===== src/rtl/watchdog_pkg.sv =====
package watchdog_pkg;

  // ----------------------------------------------------------------
  // timing
  // ----------------------------------------------------------------
  localparam int unsigned CLK_FREQ_HZ = 20000000;
  localparam int unsigned OSC_FREQ_HZ = 10000;
  localparam int unsigned OSC_TICK_CYCLES = CLK_FREQ_HZ / OSC_FREQ_HZ;

  // ----------------------------------------------------------------
  // apb register byte offsets
  // ----------------------------------------------------------------
  localparam logic [7:0] ADDR_CTRL = 8'h00;
  localparam logic [7:0] ADDR_RELOAD_HIGH = 8'h04;
  localparam logic [7:0] ADDR_RELOAD_LOW = 8'h08;
  localparam logic [7:0] ADDR_STATUS = 8'h0C;
  localparam logic [7:0] ADDR_MASK = 8'h10;
  localparam logic [7:0] ADDR_COUNT = 8'h14;

  // ----------------------------------------------------------------
  // fields and reset values
  // ----------------------------------------------------------------
  localparam int unsigned CTRL_OSC_RUN_BIT = 0;
  localparam int unsigned STAT_WDT_BIT = 0;
  localparam int unsigned STAT_STOP_BIT = 1;
  localparam int unsigned STAT_EXC_BIT = 2;
  localparam int unsigned STAT_WIDTH = 3;
  localparam int unsigned COUNT_ENABLED_BIT = 16;
  localparam logic [7:0] RELOAD_HIGH_RESET = 8'h04;
  localparam logic [7:0] RELOAD_LOW_RESET = 8'h00;
  localparam logic [15:0] COUNT_RESET = 16'h0400;
  localparam logic CTRL_OSC_RUN_RESET = 1'b1;
  localparam logic [2:0] STAT_RESET = 3'h0;
  localparam logic [2:0] MASK_RESET = 3'h0;
  localparam logic [7:0] UNLOCK_FIRST = 8'h55;
  localparam logic [7:0] UNLOCK_SECOND = 8'hAA;

  // ----------------------------------------------------------------
  // types
  // ----------------------------------------------------------------
  typedef enum logic [1:0] {
    UNLOCK_IDLE,
    UNLOCK_GOT_FIRST,
    UNLOCK_OPEN_HIGH,
    UNLOCK_OPEN_LOW
  } unlock_state_t;

endpackage : watchdog_pkg


===== src/rtl/watchdog_osc_tick.sv =====
`timescale 1ns/100ps
module watchdog_osc_tick #(
  parameter int unsigned TICK_CYCLES = watchdog_pkg::OSC_TICK_CYCLES
) (
  input wire logic clk_i,
  input wire logic reset_i,
  input wire logic osc_run_enable_i,
  output logic tick_o
);

  // ----------------------------------------------------------------
  // divider standing in for the private rc oscillator
  // ----------------------------------------------------------------
  localparam logic [15:0] LAST = 16'(TICK_CYCLES - 1);

  logic [15:0] div_reg;

  always_ff @(posedge clk_i) begin
    if (reset_i || !osc_run_enable_i) begin
      div_reg <= 16'h0000;
    end else if (div_reg == LAST) begin
      div_reg <= 16'h0000;
    end else begin
      div_reg <= div_reg + 16'h0001;
    end
  end

  always_ff @(posedge clk_i) begin
    if (reset_i) begin
      tick_o <= 1'b0;
    end else begin
      tick_o <= osc_run_enable_i && (div_reg == LAST);
    end
  end

endmodule : watchdog_osc_tick


===== src/rtl/watchdog_downcounter.sv =====
// Design decisions made here: the placing of the registers and register access over APB.
`timescale 1ns/100ps
module watchdog_downcounter #(
  parameter int unsigned TICK_CYCLES = watchdog_pkg::OSC_TICK_CYCLES
) (
  input wire logic clk_i,
  input wire logic reset_i,
  input wire logic psel_i,
  input wire logic penable_i,
  input wire logic pwrite_i,
  input wire logic [7:0] paddr_i,
  input wire logic [31:0] pwdata_i,
  output logic [31:0] prdata_o,
  output logic pready_o,
  output logic pslverr_o,
  input wire logic watchdog_refresh_instruction_i,
  input wire logic always_on_option_i,
  input wire logic timeout_response_select_i,
  input wire logic debug_mode_i,
  input wire logic stop_mode_i,
  output logic exception_req_o,
  output logic reset_req_o,
  output logic stop_recovery_o,
  output logic irq_o
);

  // ----------------------------------------------------------------
  // declarations
  // ----------------------------------------------------------------
  logic osc_run_enable_reg;
  logic [7:0] reload_high_byte_reg;
  logic [7:0] reload_low_byte_reg;
  watchdog_pkg::unlock_state_t unlock_reg;
  watchdog_pkg::unlock_state_t unlock_next;
  logic enabled_reg;
  logic [15:0] count_reg;
  logic [2:0] status_reg;
  logic [2:0] mask_reg;
  logic [2:0] status_set;
  logic osc_tick;
  logic [15:0] reload_value;
  logic refresh_now;
  logic enable_now;
  logic timeout_now;
  logic setup_phase;
  logic wr_en;
  logic wr_high;
  logic wr_low;
  logic [31:0] read_mux;

  // ----------------------------------------------------------------
  // helpers
  // ----------------------------------------------------------------
  function automatic logic is_mapped(input logic [7:0] addr);
    is_mapped = (addr == watchdog_pkg::ADDR_CTRL) ||
                (addr == watchdog_pkg::ADDR_RELOAD_HIGH) ||
                (addr == watchdog_pkg::ADDR_RELOAD_LOW) ||
                (addr == watchdog_pkg::ADDR_STATUS) ||
                (addr == watchdog_pkg::ADDR_MASK) ||
                (addr == watchdog_pkg::ADDR_COUNT);
  endfunction : is_mapped

  // ----------------------------------------------------------------
  // oscillator tick
  // ----------------------------------------------------------------
  watchdog_osc_tick #(
    .TICK_CYCLES(TICK_CYCLES)
  ) u_osc_tick (
    .clk_i(clk_i),
    .reset_i(reset_i),
    .osc_run_enable_i(osc_run_enable_reg),
    .tick_o(osc_tick)
  );

  // ----------------------------------------------------------------
  // apb decode
  // ----------------------------------------------------------------
  assign setup_phase = psel_i && !penable_i;
  assign wr_en = psel_i && penable_i && pready_o && pwrite_i
                 && is_mapped(paddr_i);
  assign wr_high = wr_en && (paddr_i == watchdog_pkg::ADDR_RELOAD_HIGH);
  assign wr_low = wr_en && (paddr_i == watchdog_pkg::ADDR_RELOAD_LOW);

  always_comb begin
    read_mux = 32'h0000_0000;
    case (paddr_i)
      watchdog_pkg::ADDR_CTRL: begin
        read_mux[watchdog_pkg::CTRL_OSC_RUN_BIT] = osc_run_enable_reg;
      end
      watchdog_pkg::ADDR_RELOAD_HIGH: begin
        read_mux[7:0] = count_reg[15:8];
      end
      watchdog_pkg::ADDR_RELOAD_LOW: begin
        read_mux[7:0] = count_reg[7:0];
      end
      watchdog_pkg::ADDR_STATUS: begin
        read_mux[2:0] = status_reg;
      end
      watchdog_pkg::ADDR_MASK: begin
        read_mux[2:0] = mask_reg;
      end
      watchdog_pkg::ADDR_COUNT: begin
        read_mux[15:0] = count_reg;
        read_mux[watchdog_pkg::COUNT_ENABLED_BIT] = enabled_reg;
      end
      default: begin
        read_mux = 32'h0000_0000;
      end
    endcase
  end

  always_ff @(posedge clk_i) begin
    if (reset_i) begin
      pready_o <= 1'b0;
      pslverr_o <= 1'b0;
      prdata_o <= 32'h0000_0000;
    end else begin
      pready_o <= setup_phase;
      pslverr_o <= setup_phase && !is_mapped(paddr_i);
      if (setup_phase && !pwrite_i) begin
        prdata_o <= read_mux;
      end
    end
  end

  // ----------------------------------------------------------------
  // control register
  // ----------------------------------------------------------------
  always_ff @(posedge clk_i) begin
    if (reset_i) begin
      osc_run_enable_reg <= watchdog_pkg::CTRL_OSC_RUN_RESET;
    end else if (wr_en && (paddr_i == watchdog_pkg::ADDR_CTRL)) begin
      osc_run_enable_reg <= pwdata_i[watchdog_pkg::CTRL_OSC_RUN_BIT];
    end
  end

  // ----------------------------------------------------------------
  // reload unlock sequence
  // ----------------------------------------------------------------
  always_comb begin
    unlock_next = unlock_reg;
    case (unlock_reg)
      watchdog_pkg::UNLOCK_IDLE: begin
        if (wr_high && pwdata_i[7:0] == watchdog_pkg::UNLOCK_FIRST) begin
          unlock_next = watchdog_pkg::UNLOCK_GOT_FIRST;
        end
      end
      watchdog_pkg::UNLOCK_GOT_FIRST: begin
        if (wr_high) begin
          if (pwdata_i[7:0] == watchdog_pkg::UNLOCK_SECOND) begin
            unlock_next = watchdog_pkg::UNLOCK_OPEN_HIGH;
          end else begin
            unlock_next = watchdog_pkg::UNLOCK_IDLE;
          end
        end else if (wr_low) begin
          unlock_next = watchdog_pkg::UNLOCK_IDLE;
        end
      end
      watchdog_pkg::UNLOCK_OPEN_HIGH: begin
        if (wr_high) begin
          unlock_next = watchdog_pkg::UNLOCK_OPEN_LOW;
        end else if (wr_low) begin
          unlock_next = watchdog_pkg::UNLOCK_IDLE;
        end
      end
      watchdog_pkg::UNLOCK_OPEN_LOW: begin
        if (wr_high || wr_low) begin
          unlock_next = watchdog_pkg::UNLOCK_IDLE;
        end
      end
      default: begin
        unlock_next = watchdog_pkg::UNLOCK_IDLE;
      end
    endcase
  end

  always_ff @(posedge clk_i) begin
    if (reset_i) begin
      unlock_reg <= watchdog_pkg::UNLOCK_IDLE;
    end else begin
      unlock_reg <= unlock_next;
    end
  end

  always_ff @(posedge clk_i) begin
    if (reset_i) begin
      reload_high_byte_reg <= watchdog_pkg::RELOAD_HIGH_RESET;
      reload_low_byte_reg <= watchdog_pkg::RELOAD_LOW_RESET;
    end else begin
      if (wr_high && unlock_reg == watchdog_pkg::UNLOCK_OPEN_HIGH) begin
        reload_high_byte_reg <= pwdata_i[7:0];
      end
      if (wr_low && unlock_reg == watchdog_pkg::UNLOCK_OPEN_LOW) begin
        reload_low_byte_reg <= pwdata_i[7:0];
      end
    end
  end

  // ----------------------------------------------------------------
  // down-counter
  // ----------------------------------------------------------------
  assign reload_value = {reload_high_byte_reg, reload_low_byte_reg};
  assign refresh_now = watchdog_refresh_instruction_i || debug_mode_i;
  assign enable_now = !enabled_reg &&
    (watchdog_refresh_instruction_i || always_on_option_i);
  assign timeout_now = enabled_reg && osc_tick && !refresh_now &&
    (count_reg <= 16'h0001);

  always_ff @(posedge clk_i) begin
    if (reset_i) begin
      enabled_reg <= 1'b0;
    end else if (enable_now) begin
      enabled_reg <= 1'b1;
    end
  end

  always_ff @(posedge clk_i) begin
    if (reset_i) begin
      count_reg <= watchdog_pkg::COUNT_RESET;
    end else if (enable_now) begin
      count_reg <= reload_value;
    end else if (enabled_reg && refresh_now) begin
      count_reg <= reload_value;
    end else if (timeout_now) begin
      count_reg <= reload_value;
    end else if (enabled_reg && osc_tick) begin
      count_reg <= count_reg - 16'h0001;
    end
  end

  // ----------------------------------------------------------------
  // time-out response
  // ----------------------------------------------------------------
  always_ff @(posedge clk_i) begin
    if (reset_i) begin
      exception_req_o <= 1'b0;
      reset_req_o <= 1'b0;
      stop_recovery_o <= 1'b0;
    end else begin
      exception_req_o <= timeout_now && !timeout_response_select_i;
      reset_req_o <= timeout_now && timeout_response_select_i
                     && !stop_mode_i;
      stop_recovery_o <= timeout_now && stop_mode_i;
    end
  end

  // ----------------------------------------------------------------
  // status, mask and interrupt
  // ----------------------------------------------------------------
  always_comb begin
    status_set = 3'h0;
    status_set[watchdog_pkg::STAT_WDT_BIT] = timeout_now &&
      (timeout_response_select_i || stop_mode_i);
    status_set[watchdog_pkg::STAT_STOP_BIT] = timeout_now
      && stop_mode_i;
    status_set[watchdog_pkg::STAT_EXC_BIT] = timeout_now &&
      !timeout_response_select_i;
  end

  always_ff @(posedge clk_i) begin
    if (reset_i) begin
      status_reg <= watchdog_pkg::STAT_RESET;
    end else if (wr_en && paddr_i == watchdog_pkg::ADDR_STATUS) begin
      status_reg <= (status_reg & ~pwdata_i[2:0]) | status_set;
    end else begin
      status_reg <= status_reg | status_set;
    end
  end

  always_ff @(posedge clk_i) begin
    if (reset_i) begin
      mask_reg <= watchdog_pkg::MASK_RESET;
    end else if (wr_en && paddr_i == watchdog_pkg::ADDR_MASK) begin
      mask_reg <= pwdata_i[2:0];
    end
  end

  always_ff @(posedge clk_i) begin
    if (reset_i) begin
      irq_o <= 1'b0;
    end else begin
      irq_o <= |(status_reg & mask_reg);
    end
  end
endmodule : watchdog_downcounter


===== config.mk =====
export PLATFORM = sky130hd
export DESIGN_NAME = watchdog_downcounter
export DESIGN_NICKNAME = d
export VERILOG_FILES = /design/src/rtl/watchdog_pkg.sv /design/src/rtl/watchdog_osc_tick.sv /design/src/rtl/watchdog_downcounter.sv
export SDC_FILE = /design/constraint.sdc
export NUM_CORES = 1
export LEC_CHECK = 0
export ABC_AREA = 1
export ABC_CLOCK_PERIOD_IN_PS = 2600
export BUFFER_PORTS_ARGS = -buffer_cell sky130_fd_sc_hd__buf_4
export CORE_ASPECT_RATIO = 1.75
export CORE_UTILIZATION = 35
export DETAILED_ROUTE_END_ITERATION = 12
export PLACE_DENSITY = 0.65
export REMOVE_ABC_BUFFERS = 1
export SETUP_SLACK_MARGIN = 0.2
export SYNTH_ARGS = -nofsm -noshare
export SYNTH_HDL_FRONTEND = slang
export SYNTH_SLANG_ARGS = --single-unit

===== constraint.sdc =====
create_clock -name clk_i -period 2.6 [get_ports clk_i]
set_clock_uncertainty 0.1 [all_clocks]
set_input_delay 0.39 -clock clk_i [delete_from_list [all_inputs] [get_ports clk_i]]
set_output_delay 0.39 -clock clk_i [all_outputs]
set_load 0.01 [all_outputs]

==> flow_summary.ini, run 1 <==
[critical_path]
reg2reg_from = count_reg[0]
cp_max_fo = 13
reg2reg_to = count_reg[7]
path_cells = inv_1 > ha_1 > o21ai_0 > nor2_1 > nand3_2 > nand2_4 > nor2_2 > inv_2 > a21oi_1 > a21oi_1
critPathLaunch = count_reg[0]
critPathKind = reg -> reg
crit_top_cell = a21oi_1
critPathCaptureType = flip-flop
reg2reg_slack_ps = 590
path_delay_family = simple AND/OR/NAND/NOR gates
cp-start-kind = flip-flop
cp_slowest_stage_delay_ps = 400
worst-path-buf-inv = 2
worstSetupEndpoint = count_reg[7]
timing.reg2reg.worst_path_depth = 10
worst-path-stages = 10
worstPathRequired_ps = 2730
critical_path_arrival_ps = 2140
critPathSlowestCell = dfxtp_1

[logic_synthesis]
synth_flop_cell = dfxtp_1
synth_seq_area_share_pct = 40.2
netlist_instances = 570
yosysTopAreaCell = dfxtp_1
synth_edf_count = 0
yosysTopAreaCellShare_pct = 40.2
yosys-top-cells-area = dfxtp_1, nand2_1, a21oi_1
avgSynthCellArea_um2 = 7.17
synth-seq-cells = 82
synth_common_cells = nand2_1, dfxtp_1, inv_1, nor2_1, a21oi_1
synth.most_common_cell = nand2_1
async_flop_share_pct = 0
synth_cell_types = 42
netlist_area_mm2 = 0.00409
yosys_warnings = 0

[placement]
dpl.cell_count = 739
dpl-instance-area_mm2 = 0.00451
post-place-ws_ps = 526
dp_hpwl_um = 7710
portBuffers = 48
gp_routability_congestion = 0.929

[layout]
fin_util_pct = 43.0
fin_nets = 671
final_cells = 755
fin_area_mm2 = 0.00483
n_antenna_cell = 0
area_growth_pct = 18.2
fill_cells = 1146
drive_gt1_share_pct = 17.3
largest_reg_flops = 17

[pwr]
worst_ir_drop_vdd_mv = 0.334
cellLeakagePower_nw = 1.97
p_per_area_mw_per_mm2 = 619

[status]
status = complete, no violations

[routing]
met3_wirelength_um = 430
routed-via-count = 3774
drt_iter0_drc = 164
topRoutingLayerUsed = met4
route.detailed.drc = 0
wl_per_cell_um = 13.3
wl_met1_um = 3870
drt-total-wl_um = 10100
drtPass1Iterations = 4
ant_nets = 0
met2_length_um = 5470
viasPerCell = 5.00

[timing]
setup_viol = 0
period_minus_slack_ps = 2010
worst_pin_slew_ps = 597
fmax_mhz = 498
slew_violations = 0
rsz0062_at_grt = false
layout_worst_path_cycle_share_pct = 77.2
slew_headroom_pct = 60.1
timing_hold_violations_final = 0
fin_ws_ps = 593
fin_tns_setup_ps = 0

[cts]
cts_resized = 0
ctsHoldBuffers = 0
clk_pin_slew_worst_paths_ps = 70
cts_tree = done
cts_setup_buffers = 0
root_buffer = clkbuf_16
clock_path_buffers = 2
cts_buffers = 9
clk_latency_ps = 340
cts.sinks = 82
h-tree-depth = 3

[floorplanning]
coreArea_mm2 = 0.0112
die_w_um = 83.7
num_rows = 51
boundaryPins = 88
initial_utilization_pct = 36.4
die_area_mm2 = 0.0121
die_h_um = 145

[global_routing]
grt_pass1_vias = 3706
grt_pass1_wl_um = 17000
grt_usage_pct = 17.5
grt_max_degree = 37
gr-total-overflow = 0
antenna_found_initial = 0

[worst_hold_path]
min_path_type = in -> reg

[flow_run]
maxCapViolations = 0
-- power by group --
group          switching, mW  internal (mW)  leakage [nW]
combinational          0.181         0.0995          1.16
sequential            0.0360           1.28         0.665
clock                  0.542          0.847         0.149
total                  0.758           2.23          1.97
-- stage by stage --
| step | hold slack (ps) | power, mW |
|---|---|---|
| after floorplan | 318 | 1.51 |
| after global placement | 325 | 1.62 |
| after detailed placement | 338 | 1.63 |
| after CTS | 104 | 3.02 |
| after global routing | 115 | 3.10 |
| final | 116 | 2.99 |
-- cells by family after synthesis --
logic type | after synthesis | share of synthesized area [%]
AOI/OAI and AO/OA | 116 | 15.9
adders and majority gates | 3 | 0.919
other | 1 | 0.0918
and+or+nand+nor | 261 | 29.6
xor gates and xnor gates | 12 | 2.57
buffers and inverters | 95 | 10.8
DFF | 82 | 40.2
-- placed cells by master (no fill, tap or decap), drive strengths merged, types with 4 or more instances in the layout --
| cell | synthesis | layout |
|---|---|---|
| a21oi | 60 | 60 |
| o21ai | 46 | 46 |
| dfxtp | 82 | 82 |
| xnor2 | 4 | 4 |
| nand3 | 38 | 38 |
| nor3 | 22 | 22 |
| nor4 | 5 | 5 |
| conb | 1 | 15 |
| clkbuf | 7 | 9 |
| a31oi | 4 | 4 |
| nand2 | 111 | 111 |
| xor2 | 8 | 8 |
| inv | 65 | 67 |
| nor3b | 6 | 6 |
| nor2 | 66 | 66 |
| nand4 | 9 | 9 |
| buf | 22 | 52 |
-- worst min path at each step --
| stage | cells past startpoint | slack [ps] | end | from |
|---|---|---|---|---|
| after floorplan | 1 | 320 | u_osc_tick.div_reg[0] | u_osc_tick.div_reg[0] |
| after global placement | 1 | 320 | u_osc_tick.div_reg[0] | u_osc_tick.div_reg[0] |
| after detailed placement | 2 | 340 | reload_high_byte_reg[0] | reload_high_byte_reg[0] |
| after CTS | 2 | 100 | reset_req_o | stop_mode_i |
| after global routing | 2 | 110 | reset_req_o | stop_mode_i |
| final | 2 | 120 | reset_req_o | stop_mode_i |
-- worst reg2reg max path, delay by kind of cell, from the launching register on --
kind	cells	cell delay (ps)
simple gates	4	630
buf+inv	2	190
fa+ha+maj	1	250
compound gates	3	360
flops	1	400
-- final cells by class --
cell class | instances | area, um^2 | share of cell area, %
multi-input combinational | 407 | 2060 | 42.6
sequential | 82 | 1640 | 34.0
timing repair buffer | 52 | 390 | 8.08
inverter | 66 | 253 | 5.23
clock buffer | 9 | 225 | 4.66
tap | 132 | 165 | 3.42
clock inverter | 7 | 100 | 2.07
-- metal layers --
| layer | global-route usage (%) | vias to the layer above |
|---|---|---|
| li1 | - | 1946 |
| met4 | 8.22 | 0 |
| met3 | 3.81 | 19 |
| met2 | 33.1 | 98 |
| met5 | 0 | - |
| met1 | 17.8 | 1711 |
Note: power is estimated with default switching activity, not from simulation.
==> inputs of run 2 (changes only) <==
--- a/config.mk
+++ b/config.mk
@@ -6,7 +6,7 @@
 export NUM_CORES = 1
 export LEC_CHECK = 0
 export ABC_AREA = 1
-export ABC_CLOCK_PERIOD_IN_PS = 2600
+export ABC_CLOCK_PERIOD_IN_PS = 1850
 export BUFFER_PORTS_ARGS = -buffer_cell sky130_fd_sc_hd__buf_4
 export CORE_ASPECT_RATIO = 1.75
 export CORE_UTILIZATION = 35
==> constraint.sdc (replaced) <==
create_clock -name clk_i -period 1.85 [get_ports clk_i]
set_clock_uncertainty 0.1 [all_clocks]
set_input_delay 0.2775 -clock clk_i [delete_from_list [all_inputs] [get_ports clk_i]]
set_output_delay 0.2775 -clock clk_i [all_outputs]
set_load 0.01 [all_outputs]
==> flow_summary.ini, run 2 (synthesis results as in run 1) <==
[critical_path]
cp-start-kind = flip-flop
critPathLaunch = count_reg[0]
worstSetupEndpoint = count_reg[10]
reg2reg_to = count_reg[10]
reg2reg_slack_ps = 150
reg2reg_from = count_reg[0]
cp_max_fo = 8
worstPathRequired_ps = 1960
critPathCaptureType = flip-flop
timing.reg2reg.worst_path_depth = 10
critical_path_arrival_ps = 1810
critPathKind = reg -> reg

[timing]
period_minus_slack_ps = 1700
fmax_mhz = 589
rsz0062_at_grt = true
hold_ws_ps = 27.4
slew_violations = 0
timing_hold_violations_final = 0
layout_worst_path_cycle_share_pct = 91.8
setup_viol = 0
fin_tns_setup_ps = 0

[routing]
drt-total-wl_um = 11100
route.detailed.drc = 0
drtPass1Iterations = 5
drt_iter0_drc = 215
wl_per_cell_um = 14.0
ant_nets = 0
viasPerCell = 5.04
routed-via-count = 3984

[cts]
clk_latency_ps = 350
root_buffer = clkbuf_16
clock_path_buffers = 2
clk_pin_slew_worst_paths_ps = 70
cts_tree = done
cts_buffers = 9
h-tree-depth = 3
cts.sinks = 82

[placement]
portBuffers = 48
dp_hpwl_um = 8170
gp_routability_congestion = 0.913

[global_routing]
grt_max_degree = 20
gr-total-overflow = 0
antenna_found_initial = 0
grt_pass1_vias = 3867
grt_pass1_wl_um = 17800
grt_usage_pct = 18.2

[layout]
area_growth_pct = 30.5
layout_common_cells = nand2_1, buf_4, dfxtp_1
drive_gt1_share_pct = 28.5
fill_cells = 1110
largest_reg_flops = 17
n_antenna_cell = 0
fin_nets = 707
layout_commonest_cell = nand2_1

[pwr]
netSwitchingFraction_pct = 27.9
p_per_area_mw_per_mm2 = 773
worst_ir_drop_vdd_mv = 0.540
cellLeakagePower_nw = 2.22
pwr-share-seq_pct = 45.0
power.net_switching_mw = 1.15
pwr-share-clk_pct = 41.8
internal-power_mw = 2.97
pwr-share-comb_pct = 13.2

[floorplanning]
boundaryPins = 88
die_h_um = 145
die_w_um = 83.7
initial_utilization_pct = 36.4
die_area_mm2 = 0.0121
num_rows = 51
coreArea_mm2 = 0.0112

[flow_run]
maxCapViolations = 0

[worst_hold_path]
min_path_type = in -> reg

[status]
status = complete, no violations
[run 2: power groups by stage]
stage / Combinational (mW) / Sequential [mW] / Clock (mW)
2_1_floorplan: 0.244 / 1.88 / 0
3_3_place_gp: 0.443 / 1.88 / 0
3_5_place_dp: 0.452 / 1.88 / 0
4_1_cts: 0.504 / 1.85 / 1.75
5_1_grt: 0.592 / 1.86 / 1.82
6_report: 0.543 / 1.85 / 1.72
[run 2: final cells by class]
class | instances | area, um^2 | share of cell area [%]
Tap cell | 132 | 165 | 3.10
Clock inverter | 7 | 63.8 | 1.20
Sequential cell | 82 | 1650 | 30.9
Timing Repair Buffer | 88 | 704 | 13.2
Multi-Input combinational cell | 407 | 2270 | 42.5
Inverter | 66 | 258 | 4.83
Clock buffer | 9 | 225 | 4.22
[run 2: worst min-delay path by stage]
stage | start | end | slack (ps) | cells after the start
2_1_floorplan | reset_i | count_reg[15] | 240 | 1
3_3_place_gp | u_osc_tick.div_reg[0] | u_osc_tick.div_reg[0] | 330 | 1
3_5_place_dp | reload_high_byte_reg[0] | reload_high_byte_reg[0] | 340 | 2
4_1_cts | timeout_response_select_i | exception_req_o | 20 | 2
5_1_grt | timeout_response_select_i | exception_req_o | 30 | 2
6_report | timeout_response_select_i | exception_req_o | 30 | 2
[run 2: critical path: stages, from the launching register on]
cell	delay (ps)
dfxtp_2	350
buf_6	120
ha_4	130
o21ai_2	50
nor2_1	130
nand3_2	140
nand2_4	200
nor2_4	80
buf_6	120
nand2_2	60
o211ai_1	100
[run 2: what timing repair did]
| item | in CTS | in global routing |
|---|---|---|
| gates resized for setup | 28 | 37 |
| hold buffers | 1 | 0 |
| setup buffers | 5 | 5 |
| pin swaps | 12 | 18 |
| setup endpoints to repair | 18 | 43 |
| endpoints found under the hold margin | 1 | 0 |
| cloned | 0 | 1 |
[run 2: per-layer routing]
layer / track usage [%] / vias to the layer above / routed length [um]
met4: 7.88 / 0 / 318
met5: 0 / - / 0
met2: 35.2 / 108 / 6270
li1: - / 2014 / -
met3: 3.53 / 26 / 503
met1: 18.3 / 1836 / 3980
[run 2: metrics by stage]
stage / total power [mW] / utilization [%] / cell area, um^2 / setup slack (ps) / cells
6_report: 4.12 / 47.5 / 5330 / 152 / 791
5_1_grt: 4.28 / 47.5 / 5330 / 63.5 / 791
4_1_cts: 4.10 / 45.7 / 5130 / 194 / 785
3_5_place_dp: 2.34 / 41.8 / 4700 / 49.4 / 763
3_3_place_gp: 2.33 / 41.8 / 4700 / 84.0 / 763
2_1_floorplan: 2.13 / - / 3950 / 178 / 555
